==> src/common/odp_regs_map.svh <==
// Register map constants for the output driver protection register slice.
// Assumes inclusion by bare name from the package and modules.
`ifndef ODP_REGS_MAP_SVH
`define ODP_REGS_MAP_SVH

`define ODP_OFF_PAGE_SELECT 7'h00
`define ODP_OFF_ERROR_POLICY 7'h1E
`define ODP_OFF_HP_DRIVER 7'h1F
`define ODP_OFF_PIN_GAIN 7'h75
`define ODP_OFF_RSVD_LO 7'h76
`define ODP_OFF_RSVD_HI 7'h7F

`define ODP_PAGE_GAIN 8'h00
`define ODP_PAGE_DRIVER 8'h01

`define ODP_RST_PAGE_SELECT 8'h00
`define ODP_RST_ERROR_POLICY 8'h00
`define ODP_RST_HP_DRIVER 8'h04
`define ODP_RST_PIN_GAIN 7'h00

`define ODP_BIT_HP_LEFT_PWR 7
`define ODP_BIT_HP_RIGHT_PWR 6
`define ODP_BIT_HP_RSVD_ZERO 5
`define ODP_BIT_HP_CM_HI 4
`define ODP_BIT_HP_CM_LO 3
`define ODP_BIT_HP_RSVD_ONE 2
`define ODP_BIT_HP_PROT_MODE 1
`define ODP_BIT_HP_SHORT 0
`define ODP_BIT_POL_HP 1
`define ODP_BIT_POL_SP 0

`define ODP_GAIN_RESERVED 7'h7F

`endif

==> src/common/odp_regs_pkg.sv <==
// Types shared by the output driver protection register slice.
// Assumes the map header sits on the include path.
`include "odp_regs_map.svh"

package odp_regs_pkg;

    // Register access from the serial control port decoder
    typedef struct packed {
        logic wr;
        logic rd;
        logic [6:0] addr;
        logic [7:0] wdata;
    } odp_reg_req_t;

    // Headphone driver analog controls
    typedef struct packed {
        logic left_headphone_driver_pwr;
        logic right_headphone_driver_pwr;
        logic [1:0] common_mode_sel;
        logic protect_power_down;
        logic protect_limit_current;
    } odp_hp_ctrl_t;

    typedef enum logic [1:0] {
        ODP_CM_1V35 = 2'h0,
        ODP_CM_1V50 = 2'h1,
        ODP_CM_1V65 = 2'h2,
        ODP_CM_1V80 = 2'h3
    } odp_cm_level_t;

endpackage

==> src/rtl/odp_regs.sv <==
// Output driver control and short-circuit protection registers of an audio codec.
// Assumes a serial control port decoder presents one-cycle read/write strobes
// in the digital clock domain; analog short detectors and the volume ADC are asynchronous.
//
// Function
// - Read-only 7-bit pin volume gain code
// - Page select, 8-bit, resets to zero
// - Headphone policy zero clears headphone power bits in power-down mode only
// - Speaker policy zero clears speaker power bits
// - Headphone left/right power bits at top
// - Two-bit headphone common-mode level select
// - Protection mode: limit current or power down
// - Bit zero reads live headphone short status
`timescale 1ns/10ps
`include "odp_regs_map.svh"

module odp_regs (
    input wire logic clock,
    input wire logic sys_rst,
    input wire odp_regs_pkg::odp_reg_req_t req,
    output logic [7:0] rdata,
    output logic rvalid,
    input wire logic [6:0] volume_sense_pin_gain,
    input wire logic headphone_short_raw,
    input wire logic speaker_short_raw,
    output odp_regs_pkg::odp_hp_ctrl_t hp_ctrl,
    output logic left_speaker_driver_pwr,
    output logic right_speaker_driver_pwr,
    input wire logic speaker_pwr_wr,
    input wire logic [1:0] speaker_pwr_wdata
);

    // ========================================
    // Input synchronisation
    logic [8:0] sync_in;
    logic [8:0] sync_out;
    logic [6:0] gain_sync;
    logic hp_short;
    logic sp_short;

    assign sync_in = {volume_sense_pin_gain, headphone_short_raw, speaker_short_raw};

    // Gain bits are sampled independently; a code may be torn during one update cycle
    odp_sync2 #(.WIDTH(9)) u_sync (
        .clock(clock),
        .sys_rst(sys_rst),
        .async_in(sync_in),
        .sync_out(sync_out)
    );

    assign gain_sync = sync_out[8:2];
    assign hp_short = sync_out[1];
    assign sp_short = sync_out[0];

    // ========================================
    // Decode
    logic [7:0] page_q;
    logic sel_page;
    logic sel_policy;
    logic sel_hp;
    logic sel_gain;

    assign sel_page = (req.addr == `ODP_OFF_PAGE_SELECT);
    assign sel_policy = (page_q == `ODP_PAGE_DRIVER) && (req.addr == `ODP_OFF_ERROR_POLICY);
    assign sel_hp = (page_q == `ODP_PAGE_DRIVER) && (req.addr == `ODP_OFF_HP_DRIVER);
    assign sel_gain = (page_q == `ODP_PAGE_GAIN) && (req.addr == `ODP_OFF_PIN_GAIN);

    // Reserved slots and unmapped pages, except page select at address 0 on every page, fall through: reads give zero, writes are dropped
    logic wr_page;
    logic wr_policy;
    logic wr_hp;

    assign wr_page = req.wr && sel_page;
    assign wr_policy = req.wr && sel_policy;
    assign wr_hp = req.wr && sel_hp;

    // ========================================
    // Page select
    always_ff @(posedge clock) begin
        if (sys_rst) begin
            page_q <= `ODP_RST_PAGE_SELECT;
        end else if (wr_page) begin
            page_q <= req.wdata;
        end
    end

    // ========================================
    // Error policy
    logic [7:0] policy_q;

    always_ff @(posedge clock) begin
        if (sys_rst) begin
            policy_q <= `ODP_RST_ERROR_POLICY;
        end else if (wr_policy) begin
            policy_q <= req.wdata;
        end
    end

    // ========================================
    // Headphone driver register
    logic hp_left_q;
    logic hp_right_q;
    logic hp_rsvd5_q;
    logic [1:0] hp_cm_q;
    logic hp_rsvd2_q;
    logic hp_mode_q;
    logic hp_trip;

    // A sized literal cannot be bit-selected, so the reset image gets a name
    localparam logic [7:0] HP_RST = `ODP_RST_HP_DRIVER;

    // Only the power-down mode drops the power bits, and only under policy zero
    assign hp_trip = hp_short && hp_mode_q && !policy_q[`ODP_BIT_POL_HP];

    always_ff @(posedge clock) begin
        if (sys_rst) begin
            hp_left_q <= HP_RST[`ODP_BIT_HP_LEFT_PWR];
            hp_right_q <= HP_RST[`ODP_BIT_HP_RIGHT_PWR];
            hp_rsvd5_q <= HP_RST[`ODP_BIT_HP_RSVD_ZERO];
            hp_cm_q <= HP_RST[`ODP_BIT_HP_CM_HI:`ODP_BIT_HP_CM_LO];
            hp_rsvd2_q <= HP_RST[`ODP_BIT_HP_RSVD_ONE];
            hp_mode_q <= HP_RST[`ODP_BIT_HP_PROT_MODE];
        end else begin
            if (wr_hp) begin
                hp_left_q <= req.wdata[`ODP_BIT_HP_LEFT_PWR];
                hp_right_q <= req.wdata[`ODP_BIT_HP_RIGHT_PWR];
                hp_rsvd5_q <= req.wdata[`ODP_BIT_HP_RSVD_ZERO];
                hp_cm_q <= req.wdata[`ODP_BIT_HP_CM_HI:`ODP_BIT_HP_CM_LO];
                hp_rsvd2_q <= req.wdata[`ODP_BIT_HP_RSVD_ONE];
                hp_mode_q <= req.wdata[`ODP_BIT_HP_PROT_MODE];
            end
            // Protection trip overrides a same-cycle power-up write
            if (hp_trip) begin
                hp_left_q <= 1'b0;
                hp_right_q <= 1'b0;
            end
        end
    end

    // ========================================
    // Speaker power bits, written from the speaker amplifier register
    logic sp_left_q;
    logic sp_right_q;

    always_ff @(posedge clock) begin
        if (sys_rst) begin
            sp_left_q <= 1'b0;
            sp_right_q <= 1'b0;
        end else begin
            if (speaker_pwr_wr) begin
                sp_left_q <= speaker_pwr_wdata[1];
                sp_right_q <= speaker_pwr_wdata[0];
            end
            if (sp_short && !policy_q[`ODP_BIT_POL_SP]) begin
                sp_left_q <= 1'b0;
                sp_right_q <= 1'b0;
            end
        end
    end

    assign left_speaker_driver_pwr = sp_left_q;
    assign right_speaker_driver_pwr = sp_right_q;

    // ========================================
    // Analog control outputs
    always_comb begin
        hp_ctrl.left_headphone_driver_pwr = hp_left_q;
        hp_ctrl.right_headphone_driver_pwr = hp_right_q;
        hp_ctrl.common_mode_sel = hp_cm_q;
        hp_ctrl.protect_power_down = hp_mode_q && hp_short;
        hp_ctrl.protect_limit_current = !hp_mode_q && hp_short;
    end

    // ========================================
    // Read path
    // Gain readback is reloaded from gain_sync every cycle, so a torn code reaches a read one cycle later
    logic [6:0] gain_q;
    logic [7:0] hp_view;
    logic [7:0] rd_mux;

    always_ff @(posedge clock) begin
        if (sys_rst) begin
            gain_q <= `ODP_RST_PIN_GAIN;
        end else begin
            gain_q <= gain_sync;
        end
    end

    // Status bit zero is the live synchronised short, not a stored copy
    assign hp_view = {hp_left_q, hp_right_q, hp_rsvd5_q, hp_cm_q, hp_rsvd2_q, hp_mode_q, hp_short};

    // Unmapped numbers read zero so the host never sees stale register data
    always_comb begin
        rd_mux = 8'h00;
        if (sel_page) begin
            rd_mux = page_q;
        end else if (sel_policy) begin
            rd_mux = policy_q;
        end else if (sel_hp) begin
            rd_mux = hp_view;
        end else if (sel_gain) begin
            rd_mux = {1'b0, gain_q};
        end
    end

    // Read data holds between reads so the port decoder may pick it up late
    always_ff @(posedge clock) begin
        if (sys_rst) begin
            rdata <= 8'h00;
            rvalid <= 1'b0;
        end else begin
            rvalid <= req.rd;
            if (req.rd) begin
                rdata <= rd_mux;
            end
        end
    end

endmodule

==> src/rtl/odp_sync2.sv <==
// Two-stage level synchroniser, one per bit.
// Assumes the input is asynchronous to clock.
`timescale 1ns/10ps

module odp_sync2 #(
    parameter int WIDTH = 1
) (
    input wire logic clock,
    input wire logic sys_rst,
    input wire logic [WIDTH-1:0] async_in,
    output logic [WIDTH-1:0] sync_out
);

    logic [WIDTH-1:0] meta_q;

    genvar i;
    generate
        for (i = 0; i < WIDTH; i++) begin : g_bit
            // First stage feeds only the second stage
            always_ff @(posedge clock) begin
                if (sys_rst) begin
                    meta_q[i] <= 1'b0;
                    sync_out[i] <= 1'b0;
                end else begin
                    meta_q[i] <= async_in[i];
                    sync_out[i] <= meta_q[i];
                end
            end
        end
    endgenerate

endmodule
==> config.mk <==
export PLATFORM = sky130hd
export DESIGN_NAME = odp_regs
export DESIGN_NICKNAME = d
export VERILOG_FILES = /design/src/common/odp_regs_pkg.sv /design/src/rtl/odp_regs.sv /design/src/rtl/odp_sync2.sv
export VERILOG_INCLUDE_DIRS = /design/src /design/src/common
export SDC_FILE = /design/constraint.sdc
export NUM_CORES = 1
export LEC_CHECK = 0
export BUFFER_PORTS_ARGS = -buffer_cell sky130_fd_sc_hd__buf_2
export CAP_MARGIN = 20
export CORE_MARGIN = 3
export CORE_UTILIZATION = 25
export CTS_BUF_LIST = sky130_fd_sc_hd__clkbuf_4 sky130_fd_sc_hd__clkbuf_8
export DETAILED_ROUTE_END_ITERATION = 12
export GPL_ROUTABILITY_DRIVEN = 0
export GPL_TIMING_DRIVEN = 0
export SLEW_MARGIN = 10
export SYNTH_ARGS = -nofsm -noshare
export SYNTH_HDL_FRONTEND = slang
export SYNTH_SLANG_ARGS = --single-unit
==> constraint.sdc <==
create_clock -name clock -period 3.9 [get_ports clock]
set_clock_uncertainty 0.1 [all_clocks]
set_input_delay 0.78 -clock clock [delete_from_list [all_inputs] [get_ports clock]]
set_output_delay 0.78 -clock clock [all_outputs]
set_load 0.03 [all_outputs]
-- Word level (Yosys, flattened, before mapping)
Cells that the tools add are included.
- register bits: 59
- input port bits: 31
- output and inout bits: 17
- equal/unequal tests: 4
- muxes and demuxes: 4
- reduce and logical (&&, ||, !) cells: 17
- operators with widths (operator ; number):
    $mux 8 ; 3
    $eq 7x5->1 const B ; 2
    $logic_and 1x1->1 ; 10
    $eq 8x1->1 const B ; 1
    $logic_not 8->1 ; 1
    $eq 7x7->1 const B ; 1
    $logic_not 7->1 ; 1
    $mux 7 ; 1
    $reduce_or 2->1 ; 2
    $logic_not 1->1 ; 3

-- Depth between registers and ports, before layout
Gate-level depths: netlist of run 1.
- depth in word-level cells: 6
- gate-level depth with buffers: 6

-- Cells and area by module
From an unflattened synthesis of run 1, not the netlist that was laid out.
- cells, all modules: 234
- area total of the unflattened synthesis: 2404.8 µm²
- modules (own cells, without submodules) (module ; times used ; cells an instance ; area an instance (µm²) ; sequential area each (µm²)):
    odp_regs ; 1 ; 197 ; 1915.6 ; 820.8
    odp_sync2 ; 1 ; 37 ; 489.2 ; 360.3

-- Worst setup path after synthesis of run 1
OpenSTA, ideal clock, no wires.
- path type: input to register
- start: input req[10] in the netlist's numbering
- end: register policy_q[0]
- data arrival time: 2.189 ns
- slack: 1.479 ns
- stages: 6
- path through: or4b_4 -> buf_6 -> or4_1 -> buf_2 -> o21ai_1 -> a21oi_1
- longest elaborated chain between the ends: 3
- ends and longest elaborated chain (element ; RTL line ; source):
    from (decl) ; odp_regs.sv:20 ; input wire odp_regs_pkg::odp_reg_req_t req,
    $eq 7x5->1 (no line) ; -- ;
    $logic_and 1x1->1 ; odp_regs.sv:64 ; assign sel_policy = (page_q == `ODP_PAGE_DRIVER) && (req.addr == `ODP_OFF_ERROR_POLICY);
    $logic_and 1x1->1 ; odp_regs.sv:74 ; assign wr_policy = req.wr && sel_policy;
    to (signal assigned) ; odp_regs.sv:93 ; policy_q <= `ODP_RST_ERROR_POLICY;
    to (signal assigned) ; odp_regs.sv:95 ; policy_q <= req.wdata;
    to (decl) ; odp_regs.sv:89 ; logic [7:0] policy_q;
Every way passes these cells.
A chain may end at the register's enable or synchronous reset.

-- Final worst setup path of run 1
- start: input req[8] in the netlist's numbering
- end: register page_q[3]
- longest elaborated chain between the ends: 2
- ends and longest elaborated chain (element ; RTL line ; source):
    $logic_not 7->1 (no line) ; -- ;
    $logic_and 1x1->1 ; odp_regs.sv:73 ; assign wr_page = req.wr && sel_page;
    to (signal assigned) ; odp_regs.sv:81 ; page_q <= `ODP_RST_PAGE_SELECT;
    to (signal assigned) ; odp_regs.sv:83 ; page_q <= req.wdata;
    to (decl) ; odp_regs.sv:57 ; logic [7:0] page_q;
Every way passes these cells.

==> results of run 1 <==
-- cells in the mapped netlist (all sizes together), types with 5 or more instances --
cell,number,area share (%)
nor4,17,5.6
nor2,5,0.73
nand4b,9,3.1
o211ai,7,2.1
a31oi,7,1.7
dfxtp,59,46
or4b,9,3.7
nand4,5,1.2
nand3,17,3.3
nand2,20,2.9
a21oi,26,5.1
nor2b,26,6.4
buf,9,2.2
inv,11,1.6
clkbuf,15,2.2
o21ai,29,5.7
-- kinds of logic after synthesis --
logic type / count (synthesis) / share of synthesized area (%)
buffers and inverters: 35 / 6.063
muxes: 3 / 1.222
and+or+nand+nor: 119 / 29.98
DFF: 59 / 46.16
AOI/OAI and AO/OA: 75 / 16.58
-- per-layer routing --
metal | up-vias | wire (um) | track usage (%)
li1 | 1169 | - | -
met4 | 0 | 130 | 4.658
met1 | 1117 | 3133 | 16.74
met3 | 13 | 510 | 3.131
met2 | 84 | 3229 | 20.11
met5 | - | 0 | 0
-- placed cells by master (no fill, tap or decap), types with 2 or more instances in the layout --
cell type / instances
buf_4: 3
a21oi_1: 26
a21o_1: 2
nand2_1: 20
buf_2: 49
nand2b_1: 2
nor4_1: 14
a22oi_1: 3
buf_1: 2
and2_1: 2
bufinv_16: 2
o21ai_0: 12
nor2b_1: 26
mux2i_1: 2
or4b_2: 8
nor2_1: 5
inv_1: 11
nand3_1: 17
dfxtp_1: 59
nand4b_1: 9
o21ai_1: 17
or4_1: 2
nor4_4: 2
clkbuf_8: 9
clkinv_4: 3
nand4_1: 5
o211ai_1: 7
a31oi_1: 7
clkbuf_1: 14
-- power groups by stage --
| stage | clock [mW] | sequential [mW] | combinational (mW) |
|---|---|---|---|
| global route | 0.664 | 0.620 | 0.100 |
| detailed placement | 0 | 0.633 | 0.0902 |
| finish | 0.622 | 0.619 | 0.0912 |
| global placement | 0 | 0.632 | 0.0894 |
| CTS | 0.633 | 0.619 | 0.0908 |
| floorplan | 0 | 0.637 | 0.0472 |
-- critical path: stages --
cell and delay (ns):
buf_2 0.15, nor3_1 0.79, and2_1 0.22, clkbuf_1 0.23, buf_2 0.26, nand3_1 0.12, a21oi_1 0.14
-- sequential cells by signal, indices dropped and copies added, names as in the netlist --
name                      cells
u_sync.meta_q                 9
u_sync.sync_out               9
page_q                        8
policy_q                      8
rdata                         8
gain_q                        7
hp_cm_q                       2
hp_left_q                     1
hp_mode_q                     1
hp_right_q                    1
hp_rsvd2_q                    1
hp_rsvd5_q                    1
left_speaker_driver_pwr       1
right_speaker_driver_pwr      1
rvalid                        1
-- stage by stage --
stage	util [%]	worst slack [ns]	instances	total power, mW	area [sq um]
floorplan	-	1.479	291	0.6839	2559
global placement	29.96	1.168	470	0.7217	2955
detailed placement	29.96	1.110	470	0.7229	2955
CTS	32.23	1.437	486	1.343	3179
global route	32.23	1.188	486	1.384	3179
finish	32.23	1.375	486	1.332	3179
-- path summary, 6_finish.rpt --
path                                  startpoint            endpoint  slack, ns  cells past startpoint
worst min-delay path            u_sync.meta_q[5]  u_sync.sync_out[5]       0.33                      1
worst max-delay path                      req[8]           page_q[3]       1.38                      7
worst min register to register  u_sync.meta_q[5]  u_sync.sync_out[5]       0.33                      1
worst max register to register         page_q[4]            rdata[7]       1.68                      5
-- final cells by class --
cell class / count / area (sq um)
well taps: 133 / 166.4
fillers: 1075 / 6685
flip-flops and latches: 59 / 1181
clock inverters: 7 / 100.1
repair buffers: 46 / 230.2
plain buffers: 24 / 113.9
multi-input cells: 197 / 1222
clock buffers: 9 / 123.9
inverters: 11 / 41.29
==> results.toml, run 1 <==
[synthesis]
synth_edf_count = 0
ys_types = 37
syn-cell-area_sq_um = 2559
synth_top_flop_cell = "dfxtp_1"
synth.net_count = 322
postSynthCellCount = 291
yosys_warnings = 0
synth-seq-area-share_pct = 46.16
synth_seq_cells = 59
async_flop_share_pct = 0
syn_area_per_cell_sq_um = 8.793

[hold_path]
hold_path.class = "reg -> reg"

[power]
p_seq_share_pct = 46.5
power.clock.fraction_pct = 46.7
power.leakage_nw = 1.114
intPower_mw = 1.012
swShare_pct = 24.04
p_comb_share_pct = 6.8
ir_drop_mv = 0.1931
p_sw_mw = 0.3203
power_density_nw_per_um2 = 419.0

[run]
drv_cap = 0

[cts]
htreeDepth = 3
postCtsSetupBuffers = 0
numCtsBuffers = 9
cts.sinks = 59
postCtsResizedCells = 0
cts_buffer_depth = 2
clk_latency_ns = 0.33
cts_tree = "built"
cts_hold_buf = 0
cts-root-buf = "clkbuf_8"
clk_pin_slew_worst_paths_ns = 0.07

[sta]
whs_ns = 0.3345
tns_ns = 0
fmax_mhz = 396.1
drv_slew = 0
setup_viol = 0
period_needed_ns = 2.525
slew_headroom_pct = 34.70
fin_crit_sh_pct = 64.73
final_hold_viol_count = 0
worst_slew_pin_slew_ns = 0.9720
grt_setup_unrepaired = "no"

[floorplan]
rows = 36
die_w_um = 107.2
die-area_sq_um = 11480
io_pins = 48
coreArea_sq_um = 9864
initial_core_util_pct = 25.94
fp.dieH_um = 107.2

[routing]
vias = 2383
viasPerCell = 4.903
post-route-drc-count = 0
wl_per_cell_um = 14.41
antenna_left = 0
drt_pass1_iterations = 4
drt_iter0_drc = 147
wirelength_mm = 7.004

[worst_setup_path]
cp_max_fo = 10
cp_data_arrival_time_ns = 2.69
cp-start-kind = "input port"
cp.required_ns = 4.07
path_class = "in -> reg"
end_kind = "register"

[global_routing]
grt_max_degree = 13
antenna_found_initial = 0
grt_usage_pct = 12.72
grt_pass1_wl_mm = 11.43
gr-total-overflow = 0
grt_pass1_vias = 2220

[finish]
n_antenna_cell = 0
syn_to_final_growth_pct = 24.25
drive_above_1_share_pct = 24.65
nets = 379

[place]
port_buffers = 46
dp_hpwl_mm = 5.308

[status]
status = "finished clean"
Note: power is estimated with default switching activity, not from simulation.
==> inputs of run 2 (changes only) <==
==> constraint.sdc (replaced) <==
create_clock -name clock -period 2.2 [get_ports clock]
set_clock_uncertainty 0.1 [all_clocks]
set_input_delay 0.44 -clock clock [delete_from_list [all_inputs] [get_ports clock]]
set_output_delay 0.44 -clock clock [all_outputs]
set_load 0.03 [all_outputs]
==> run 2 against run 1 <==
Combinational power is 80% higher. Via count is 0.63% lower. Global-route usage unchanged. Final area increased by 1.8%. Power increased by 78%. Core utilization rose by 0.58 points. Worst hold slack worse by 0.13 ns. Die area unchanged. Sequential power up 78%. Sequential share of layout area is 0.58 points lower. Clock power up 77%. First-iteration DRC count shrank 4.1%. Critical endpoint is now policy_q[5]. Largest power group is now registers.
==> results.toml, run 2 (synthesized netlist as in run 1, its figures left out) <==
[finish]
nets = 382
layout_common_cells = "dfxtp_1, buf_2, nor2b_1, a21oi_1, nand2_1"
largestRegisters = "u_sync.meta_q x9, u_sync.sync_out x9"
final_cells = 489
num-fill-cells = 1068
drive_above_1_share_pct = 26.69
syn_to_final_growth_pct = 26.50
final_core_util_pct = 32.81
final_common_cell = "dfxtp_1"
n_antenna_cell = 0

[worst_setup_path]
path_class = "reg -> reg"
reg2regPathDepth = 6
r2r-start = "page_q[4]"
cp_data_arrival_time_ns = 2.27
cp-start-kind = "register"
startpoint = "page_q[4]"
end_kind = "register"
cp.required_ns = 2.30
cp_max_fo = 8

[global_routing]
grt_pass1_vias = 2220
grt_usage_pct = 12.72
grt_pass1_wl_mm = 11.43
antenna_found_initial = 0
grt_max_degree = 13
gr-total-overflow = 0

[place]
dp.cells = 470
dp_slack_ns = -0.2500
dp_hpwl_mm = 5.308
port_buffers = 46

[sta]
worst_slew_pin_slew_ns = 0.5955
slew_headroom_pct = 60.30
period_needed_ns = 2.167
final_hold_viol_count = 0
whs_ns = 0.2050
setup_viol = 0
drv_slew = 0
grt_setup_unrepaired = "yes"
fin_crit_sh_pct = 98.48
fmax_mhz = 461.5
setup_slack_ns = 0.03337

[floorplan]
initial_core_util_pct = 25.94
fp.dieH_um = 107.2
coreArea_sq_um = 9864
rows = 36
io_pins = 48
die-area_sq_um = 11480
die_w_um = 107.2

[hold_path]
min_path_cells = 2
hold_path.class = "in -> reg"
hp-start = "volume_sense_pin_gain[5]"

[routing]
post-route-drc-count = 0
wirelength_mm = 7.015
drt_pass1_iterations = 4
vias = 2368
antenna_left = 0
wl_per_cell_um = 14.35
viasPerCell = 4.843
drt_iter0_drc = 141

[cts]
cts_tree = "built"
cts_hold_buf = 0
cts.sinks = 59
cts_buffer_depth = 2
clk_latency_ns = 0.33
numCtsBuffers = 9
cts-root-buf = "clkbuf_8"
clk_pin_slew_worst_paths_ns = 0.07
htreeDepth = 3

[power]
ir_drop_mv = 0.3430
power.leakage_nw = 1.138
power_density_nw_per_um2 = 730.7
p_total_mw = 2.365

[status]
status = "finished clean"

[run]
drv_cap = 0
run 2: timing repair:
item                                   in CTS  in global routing
resized for setup                           0                 11
endpoints found under the hold margin       0                  0
setup endpoints to repair                   0                 29
buffers inserted                            0                  3
run 2: final cells by class:
cell class                 count  area, sq um  area share (%)
multi-input combinational    197         1246           38.50
sequential                    59         1184           36.57
timing repair buffer          49        252.7           7.808
tap                          133        166.4           5.141
clock buffer                   9        123.9           3.827
buffer                        24        122.6           3.788
clock inverter                 7        100.1           3.092
inverter                      11        41.29           1.276
run 2: through the flow:
| stage | instance area [sq um] | TNS [ns] |
|---|---|---|
| after detailed placement | 2955 | -3.304 |
| after global routing | 3237 | -0.02034 |
| after global placement | 2955 | -2.532 |
| after floorplan | 2559 | 0 |
| after CTS | 3179 | 0 |
| final | 3237 | 0 |
run 2: critical path, stage by stage (launching register included):
cell     delay [ns]
dfxtp_2        0.35
or4b_4         0.54
buf_6          0.16
or4_1          0.52
buf_6          0.16
o21ai_1        0.14
a21oi_1        0.08
run 2: path summary, 6_finish.rpt:
check / end / slack, ns
min: u_sync.meta_q[7] / 0.21
min reg2reg: u_sync.sync_out[5] / 0.33
max: policy_q[5] / 0.03
max reg2reg: policy_q[5] / 0.03
run 2: report_power, final:
| group | total, mW | internal (mW) | switching, mW |
|---|---|---|---|
| Combinational | 0.164 | 0.0591 | 0.105 |
| Sequential | 1.10 | 1.09 | 0.00631 |
| Clock | 1.10 | 0.645 | 0.459 |
| Total | 2.37 | 1.79 | 0.570 |
run 2: per-layer routing:
metal	up-vias	track usage [%]	share of wire, %
li1	1177	-	-
met1	1100	16.74	45
met2	78	20.11	46
met3	13	3.131	7.2
met4	0	4.658	1.8
met5	-	0	0
==> inputs of run 3 (changes only) <==
--- a/config.mk
+++ b/config.mk
@@ -6,13 +6,12 @@
 export SDC_FILE = /design/constraint.sdc
 export NUM_CORES = 1
 export LEC_CHECK = 0
-export BUFFER_PORTS_ARGS = -buffer_cell sky130_fd_sc_hd__buf_2
 export CAP_MARGIN = 20
 export CORE_MARGIN = 3
 export CORE_UTILIZATION = 25
 export CTS_BUF_LIST = sky130_fd_sc_hd__clkbuf_4 sky130_fd_sc_hd__clkbuf_8
 export DETAILED_ROUTE_END_ITERATION = 12
-export GPL_ROUTABILITY_DRIVEN = 0
+export DONT_BUFFER_PORTS = 1
 export GPL_TIMING_DRIVEN = 0
 export SLEW_MARGIN = 10
 export SYNTH_ARGS = -nofsm -noshare
==> run 3 against run 2 <==
Power is 7.3% lower. Global-route usage is 0.17 points lower. Sequential share of layout area is 3.4 points higher. Flip-flop and latch count stayed put. Non-clock buffer count is 50 lower. Largest cell class unchanged.
==> results.toml, run 3 (synthesized netlist as in run 1, its figures left out) <==
[place]
port_buffers = 0
dp.cells = 424
place_area_sq_um = 2725
place.gp.congestion = 0.8849
dp_slack_ns = -0.1344
dp_hpwl_mm = 5.325

[finish]
n_antenna_cell = 0
final_core_util_pct = 29.98
final_common_cell = "dfxtp_1"
nets = 332
layout_common_cells = "dfxtp_1, nor2b_1, a21oi_1, nand2_1, nand3_1"
num-fill-cells = 1058
largestRegisters = "u_sync.meta_q x9, u_sync.sync_out x9"
ff_latch_area_sq_um = 1184
multi_input_area_sq_um = 1246
drive_above_1_share_pct = 15.69
syn_to_final_growth_pct = 15.60
final_cells = 439
stdcell_area_sq_um = 2958

[sta]
setup_viol = 0
fin_crit_sh_pct = 96.68
period_needed_ns = 2.127
slew_headroom_pct = 43.24
drv_slew = 0
final_hold_viol_count = 0
fmax_mhz = 470.2
whs_ns = 0.1143
grt_setup_unrepaired = "yes"
setup_slack_ns = 0.07307
worst_slew_pin_slew_ns = 0.8444
tns_ns = 0

[hold_path]
hp-start = "req[15]"
hold_path.class = "in -> reg"
min_to = "rdata[7]"
min_path_cells = 1

[floorplan]
io_pins = 48
die-area_sq_um = 11480
coreArea_sq_um = 9864
fp.dieH_um = 107.2
initial_core_util_pct = 25.94
die_w_um = 107.2
rows = 36

[cts]
postCtsSetupBuffers = 0
cts_tree = "built"
cts_hold_buf = 0
clk_pin_slew_worst_paths_ns = 0.07
cts.sinks = 59
cts-root-buf = "clkbuf_8"
postCtsResizedCells = 0
numCtsBuffers = 9
clk_latency_ns = 0.33
cts_buffer_depth = 2
htreeDepth = 3

[routing]
vias = 2131
drt_pass1_iterations = 4
wirelength_mm = 6.908
viasPerCell = 4.854
post-route-drc-count = 0
drt_iter0_drc = 159
antenna_left = 0
wl_per_cell_um = 15.74

[power]
p_total_mw = 2.193
ir_drop_mv = 0.3112
power.leakage_nw = 0.8946
power_density_nw_per_um2 = 741.6

[run]
drv_cap = 0

[worst_setup_path]
path_class = "reg -> reg"
regToRegSetupSlack_ns = 0.07
cp_data_arrival_time_ns = 2.22
cp.required_ns = 2.29
end_kind = "register"
r2r-start = "page_q[4]"
cp-start-kind = "register"
timing.rr.end = "policy_q[7]"
reg2regPathDepth = 5
cp_max_fo = 8

[global_routing]
grt_pass1_vias = 2214
grt_usage_pct = 12.54
gr-total-overflow = 0
grt_max_degree = 13
antenna_found_initial = 0
grt_pass1_wl_mm = 11.25

[status]
status = "finished clean"
[run 3: final cells by class]
cell class | instances | area share [%]
multi-input cells | 197 | 42.13
flip-flops and latches | 59 | 40.02
well taps | 133 | 5.626
clock buffers | 9 | 4.188
plain buffers | 23 | 4.019
clock inverters | 7 | 2.623
inverters | 11 | 1.396
[run 3: worst max path at each step]
stage,from,to,slack [ns],cells past startpoint
after floorplan,req[10],policy_q[0],0.12,6
after global placement,req[12],page_q[2],-0.07,6
after detailed placement,req[12],page_q[2],-0.13,6
after CTS,page_q[4],policy_q[7],0.002,6
after global routing,page_q[4],policy_q[7],-0.03,5
final,page_q[4],policy_q[7],0.07,5
[run 3: routing by layer]
metal,track usage [%],wire length (um)
met3,4.455,693
met5,0,0
met4,5.114,129
met1,15.79,2941
met2,19.44,3144
[run 3: power breakdown]
part	leakage [nW]	internal, mW	switching, mW	total, mW
combinational	0.313	0.0361	0.0685	0.105
sequential	0.482	1.09	0.0155	1.11
clock	0.0998	0.530	0.453	0.982
total	0.895	1.66	0.537	2.19
[run 3: worst max-delay path, cell delays in order, from the launching register on]
cell     delay [ns]
dfxtp_2        0.35
or4b_4         0.62
or4_1          0.55
buf_6          0.16
o21ai_2        0.12
a21oi_1        0.08
